==> src/rtl/osc_pkg.sv <==
package osc_pkg;

  // Oscillator configuration options, fixed at power-up
  typedef enum logic [1:0]
  {
    OSC_CFG_FAST_XTAL,
    OSC_CFG_EXT_RC,
    OSC_CFG_FAST_RC,
    OSC_CFG_FAST_RC_SLOW_XTAL
  } osc_cfg_e;

  typedef enum logic
  {
    OSC_INTERNAL_FAST_RC_OSC_4MHZ,
    OSC_INTERNAL_FAST_RC_OSC_8MHZ
  } osc_freq_e;

  localparam logic LXT_LP_RESET  = 1'h0;
  localparam logic CLKSEL_RESET  = 1'h0;
  localparam logic CLKSEL_FAST   = 1'h0;
  localparam logic CLKSEL_SLOW   = 1'h1;
  localparam logic LXT_MODE_QUICK = 1'h0;
  localparam logic LXT_MODE_LOWPWR = 1'h1;

  // Pin claim flags for the two oscillator-capable port lines
  typedef struct packed
  {
    logic line_six_is_osc;
    logic line_five_is_osc;
  } osc_pins_s;

  // Clock source status
  typedef struct packed
  {
    logic fast_rc_run;
    logic slow_xtal_run;
    logic fast_xtal_run;
    logic ext_rc_run;
    logic sysclk_from_slow;
  } osc_stat_s;

endpackage

==> src/rtl/osc_ctl.sv <==
// Function
// - Low-power bit selects quick-start or low-power
// - Low-power bit clears to zero at power-on
// - Slow clock runs normally in either mode
// - External RC claims line six only
// - Fast RC alone claims no pins
// - Slow crystal only with fast RC, both pins
// - Fast RC gives fixed 4 or 8 MHz
// - Clock select, combined option only: 0 fast RC, 1 slow crystal
`timescale 1ns/100ps
`default_nettype none

module osc_ctl
(
  input  wire logic             mclk,
  input  wire logic             rst,
  input  wire osc_pkg::osc_cfg_e  cfg_option,
  input  wire osc_pkg::osc_freq_e cfg_internal_fast_rc_osc_freq,
  input  wire logic             ctl_wr,
  input  wire logic             lxt_low_power_wdata,
  input  wire logic             sysclk_source_wdata,
  output logic                  lxt_low_power_sel,
  output logic                  sysclk_source_sel,
  output logic                  slow_xtal_bias_low,
  output logic                  slow_xtal_enable,
  output logic                  internal_fast_rc_osc_freq_8mhz,
  output osc_pkg::osc_pins_s    pin_claim,
  output osc_pkg::osc_stat_s    osc_status
);

  logic                 lxt_lp_q;
  logic                 clksel_q;
  osc_pkg::osc_cfg_e    cfg_q;
  osc_pkg::osc_freq_e   freq_q;
  logic                 slow_cfg;
  osc_pkg::osc_cfg_e    cfg_meta_q;
  osc_pkg::osc_cfg_e    cfg_sync_q;
  osc_pkg::osc_freq_e   freq_meta_q;
  osc_pkg::osc_freq_e   freq_sync_q;

  // Straps arrive from outside the clock domain; two stages first
  always_ff @(posedge mclk)
  begin
    cfg_meta_q  <= cfg_option;
    cfg_sync_q  <= cfg_meta_q;
    freq_meta_q <= cfg_internal_fast_rc_osc_freq;
    freq_sync_q <= freq_meta_q;
  end

  // Options latched at reset release; never change while running
  always_ff @(posedge mclk)
  begin
    if (rst)
    begin
      cfg_q  <= cfg_sync_q;
      freq_q <= freq_sync_q;
    end
  end

  always_ff @(posedge mclk)
  begin
    if (rst)
    begin
      lxt_lp_q <= osc_pkg::LXT_LP_RESET;
    end
    else if (ctl_wr)
    begin
      lxt_lp_q <= lxt_low_power_wdata;
    end
  end

  always_ff @(posedge mclk)
  begin
    if (rst)
    begin
      clksel_q <= osc_pkg::CLKSEL_RESET;
    end
    else if (ctl_wr)
    begin
      clksel_q <= sysclk_source_wdata;
    end
  end

  assign slow_cfg = (cfg_q == osc_pkg::OSC_CFG_FAST_RC_SLOW_XTAL);

  assign lxt_low_power_sel  = lxt_lp_q;
  assign sysclk_source_sel  = clksel_q;
  // Bias only; enable never depends on the low-power bit
  assign slow_xtal_bias_low = slow_cfg && (lxt_lp_q == osc_pkg::LXT_MODE_LOWPWR);
  assign slow_xtal_enable   = slow_cfg;
  assign internal_fast_rc_osc_freq_8mhz     = (freq_q == osc_pkg::OSC_INTERNAL_FAST_RC_OSC_8MHZ);

  always_comb
  begin
    pin_claim = '0;
    unique case (cfg_q)
      osc_pkg::OSC_CFG_FAST_XTAL:
      begin
        pin_claim.line_six_is_osc  = 1'h1;
        pin_claim.line_five_is_osc = 1'h1;
      end
      osc_pkg::OSC_CFG_EXT_RC:
      begin
        pin_claim.line_six_is_osc = 1'h1;
      end
      osc_pkg::OSC_CFG_FAST_RC:
      begin
        pin_claim = '0;
      end
      osc_pkg::OSC_CFG_FAST_RC_SLOW_XTAL:
      begin
        pin_claim.line_six_is_osc  = 1'h1;
        pin_claim.line_five_is_osc = 1'h1;
      end
    endcase
  end

  always_comb
  begin
    osc_status = '0;
    osc_status.fast_xtal_run = (cfg_q == osc_pkg::OSC_CFG_FAST_XTAL);
    osc_status.ext_rc_run    = (cfg_q == osc_pkg::OSC_CFG_EXT_RC);
    osc_status.slow_xtal_run = slow_cfg;
    // Select bit only honoured with the combined option
    osc_status.sysclk_from_slow = slow_cfg && (clksel_q == osc_pkg::CLKSEL_SLOW);
    osc_status.fast_rc_run = (cfg_q == osc_pkg::OSC_CFG_FAST_RC)
                             || (slow_cfg && (clksel_q == osc_pkg::CLKSEL_FAST));
  end

endmodule

`default_nettype wire

==> config.mk <==
export PLATFORM = sky130hd
export DESIGN_NAME = osc_ctl
export DESIGN_NICKNAME = d
export VERILOG_FILES = /design/src/rtl/osc_pkg.sv /design/src/rtl/osc_ctl.sv
export SDC_FILE = /design/constraint.sdc
export NUM_CORES = 1
export LEC_CHECK = 0
export ABC_AREA = 1
export BUFFER_PORTS_ARGS = -buffer_cell sky130_fd_sc_hd__buf_4
export CAP_MARGIN = 30
export CORE_AREA = 3 3 40 42
export DETAILED_ROUTE_END_ITERATION = 6
export DIE_AREA = 0 0 43 45
export HOLD_SLACK_MARGIN = 0.03
export PLACE_DENSITY = 0.55
export SLEW_MARGIN = 20
export SYNTH_ARGS = -nofsm -noshare
export SYNTH_HDL_FRONTEND = slang
export SYNTH_SLANG_ARGS = --single-unit
==> constraint.sdc <==
create_clock -name mclk -period 1.1 [get_ports mclk]
set_input_delay 0.165 -clock mclk [delete_from_list [all_inputs] [get_ports mclk]]
set_output_delay 0.165 -clock mclk [all_outputs]
set_load 0.02 [all_outputs]
==> impl_metrics.toml <==
[cells_and_area]
antennaDiodeCount = 0
regArea_um2 = 250
drive_gt1_share_pct = 56.7
nFillCells = 119
fin_util_pct = 56.7
multi_input_area_um2 = 166
design_area_um2 = 728
area_growth_pct = 75.3
nets = 82

[clocking]
cts.sinks = 11
cts_tree = "built"
path_clk_slew_ns = 0.06
clk_path_buf_depth = 2
cts_made_buffers = 3
cts_root_buffer = "clkbuf_4"
clock_latency_ns = 0.25
htreeDepth = 1

[pwr]
irDropWorstVdd_v = 0.000716
totalPowerFinal_w = 0.000877
p_sw_share_pct = 23.2
power_frac_seq_pct = 51.8
comb_power_share_pct = 19.5
power_switching_w = 0.000203
p_leak_nw = 0.360
internal_power_w = 0.000673
pwr_density_cell_nw_per_um2 = 1200
p_clk_share_pct = 28.7

[timing]
slew_viol_final = 0
setup_violations = 9
hold_violations = 0
rsz0062_at_grt = "yes"
setup_tns_ns = -2.19
layout_min_cycle_time_ns = 1.39
slew_headroom_pct = 86.5
worstMarginPinSlew_ns = 0.203
worst_slack_ns = -0.291
clock_skew_ns = 0.0000753
fin_crit_sh_pct = 126
max_freq_ghz = 0.719

[floorplanning]
start_util_pct = 32.3
placement_rows = 13
die_w_um = 43
pin_count = 20
core_um2 = 1280
die_h_um = 45
dieArea_um2 = 1940

[detailed_routing]
routed_wl_um = 643
drtAntennaViolNets = 0
vias = 316
drt-initial-drc-count = 0
firstDrtPassIters = 1
via_per_inst = 3.85
wire_per_inst_um = 7.84
drc = 0

[synthesis]
synthesis.instances = 39
synth_nets = 53
async_flop_share_pct = 0
synth.largest_area_cell = "dfxtp_1"
synth_warnings = 0
synth_seq_cells = 11
yosysUniqueCellTypes = 8
synth_common_cells = "inv_1, dfxtp_1, ha_1, nand2_1, nor2_1"
synth_edf_count = 3
yosysMostFrequentCell = "inv_1"
synth.avg_cell_area_um2 = 10.7
ys_top_cells_by_area = "dfxtp_1, edfxtp_1, ha_1"
synth-main-ff-cell = "dfxtp_1"
netlist_area_um2 = 415
ys_seq_area_share_pct = 60.2
synth.top_cell.area_share_pct = 38.6

[critical_path]
path_class = "reg -> out"
reg2reg_to = "sysclk_source_sel"
end_kind = "output port"
cp_slowest_cell = "edfxtp_1"
arrival_ns = 1.23
cp_data_required_time_ns = 0.94
r2r_cells = 2
worst_setup_path_start_kind = "flop"
critical_path.max_stage_delay_ns = 0.48
crit_fanout = 5
regToRegSetupSlack_ns = 0.46
cp_cell_sequence = "ha_2 > o21bai_4 > buf_6"
r2r-start = "sysclk_source_sel"

[min_path]
whs_endpoint = "internal_fast_rc_osc_freq_8mhz"
hold_depth = 1
hold_class = "in -> reg"
min-delay-start = "rst"

[place]
place_congestion = 0.652
place_area_um2 = 598
port_buffers = 19

[global_routing]
overflow = 0
track_usage_pct = 7.99
grt_pass1_vias = 291
antenna_found_initial = 0
grt_pass1_wl_um = 1090
grt_busiest_layer = "met2"
grtUsageMet2_pct = 13.2
grt_max_degree = 7
met3_usage_pct = 3.59
use_met1_pct = 8.19

[flow_run]
maxCapViolations = 0

[outcome]
violations = "negative setup slack"
status = "complete, but fails checks"
==> registers in the layout, summed over array words and instances, names as in the netlist <==
register	count
cfg_meta_q	2
cfg_q	2
cfg_sync_q	2
freq_meta_q	1
freq_sync_q	1
internal_fast_rc_osc_freq_8mhz	1
lxt_low_power_sel	1
sysclk_source_sel	1
==> worst max-delay path by stage <==
stage             start            end  cells after the start  slack [ns]
2_1_floorplan  cfg_q[1]  osc_status[4]                      3        0.02
3_3_place_gp   cfg_q[0]  osc_status[4]                      4       -0.03
3_5_place_dp   cfg_q[0]  osc_status[4]                      4       -0.06
4_1_cts        cfg_q[1]   pin_claim[0]                      4       -0.31
5_1_grt        cfg_q[1]  osc_status[4]                      4       -0.38
6_report       cfg_q[1]  osc_status[4]                      3       -0.29
==> final cells by class <==
class	instances	area share, %
Clock buffer	4	3.61
Inverter	10	5.15
Multi-Input combinational cell	17	22.9
Sequential cell	11	34.4
Tap cell	15	2.58
Timing Repair Buffer	25	31.4
==> logic make-up (layout without fill, tap and decap cells) <==
group | Yosys count | count (layout) | share of synthesized area (%)
flip-flops | 11 | 11 | 60.2
buffers and inverters | 11 | 39 | 10.8
AND/OR/NAND/NOR | 10 | 10 | 9.03
adder cells (fa/ha/maj) | 6 | 6 | 18.1
AO/OA/AOI/OAI | 1 | 1 | 1.81
==> stage by stage <==
step | hold slack (ns) | setup slack (ns) | cells
floorplan | 0.193 | 0.0229 | 39
global placement | 0.270 | -0.0343 | 74
detailed placement | 0.271 | -0.0633 | 74
CTS | 0.131 | -0.311 | 82
global route | 0.125 | -0.379 | 82
finish | 0.139 | -0.291 | 82
==> worst max-delay path: cells and delay by family, from the launching register on <==
kind	cells	cell delay [ns]
flops	1	0.48
fa+ha+maj	1	0.21
compound gates	1	0.16
buf+inv	1	0.13
==> placed cells by master (no fill, tap or decap), types with 4 or more instances in the layout <==
cell,count
buf_6,9
nand2_1,5
inv_2,6
dfxtp_1,8
nor2_1,4
inv_1,4
buf_4,13
==> repair_timing <==
| item | in CTS | in global routing |
|---|---|---|
| buffers inserted | 1 | 0 |
| setup endpoints to repair | 9 | 9 |
| hold buffers | 3 | 0 |
| pin swaps | 2 | 3 |
| gates resized for setup | 11 | 11 |
| hold endpoints to repair | 3 | 0 |
==> power by group through the flow <==
stage	logic, W	clock network (W)	registers, W
6_report	0.000171	0.000252	0.000454
5_1_grt	0.000187	0.000296	0.000457
4_1_cts	0.000162	0.000269	0.000454
3_5_place_dp	0.000136	0	0.000462
3_3_place_gp	0.000135	0	0.000461
2_1_floorplan	0.0000613	0	0.000469
==> per-layer routing <==
metal | up-vias | routed length (um)
li1 | 167 | -
met1 | 135 | 240
met2 | 14 | 325
met3 | 0 | 77
met4 | 0 | 0
met5 | - | 0
(Power assumes the default switching activity.)
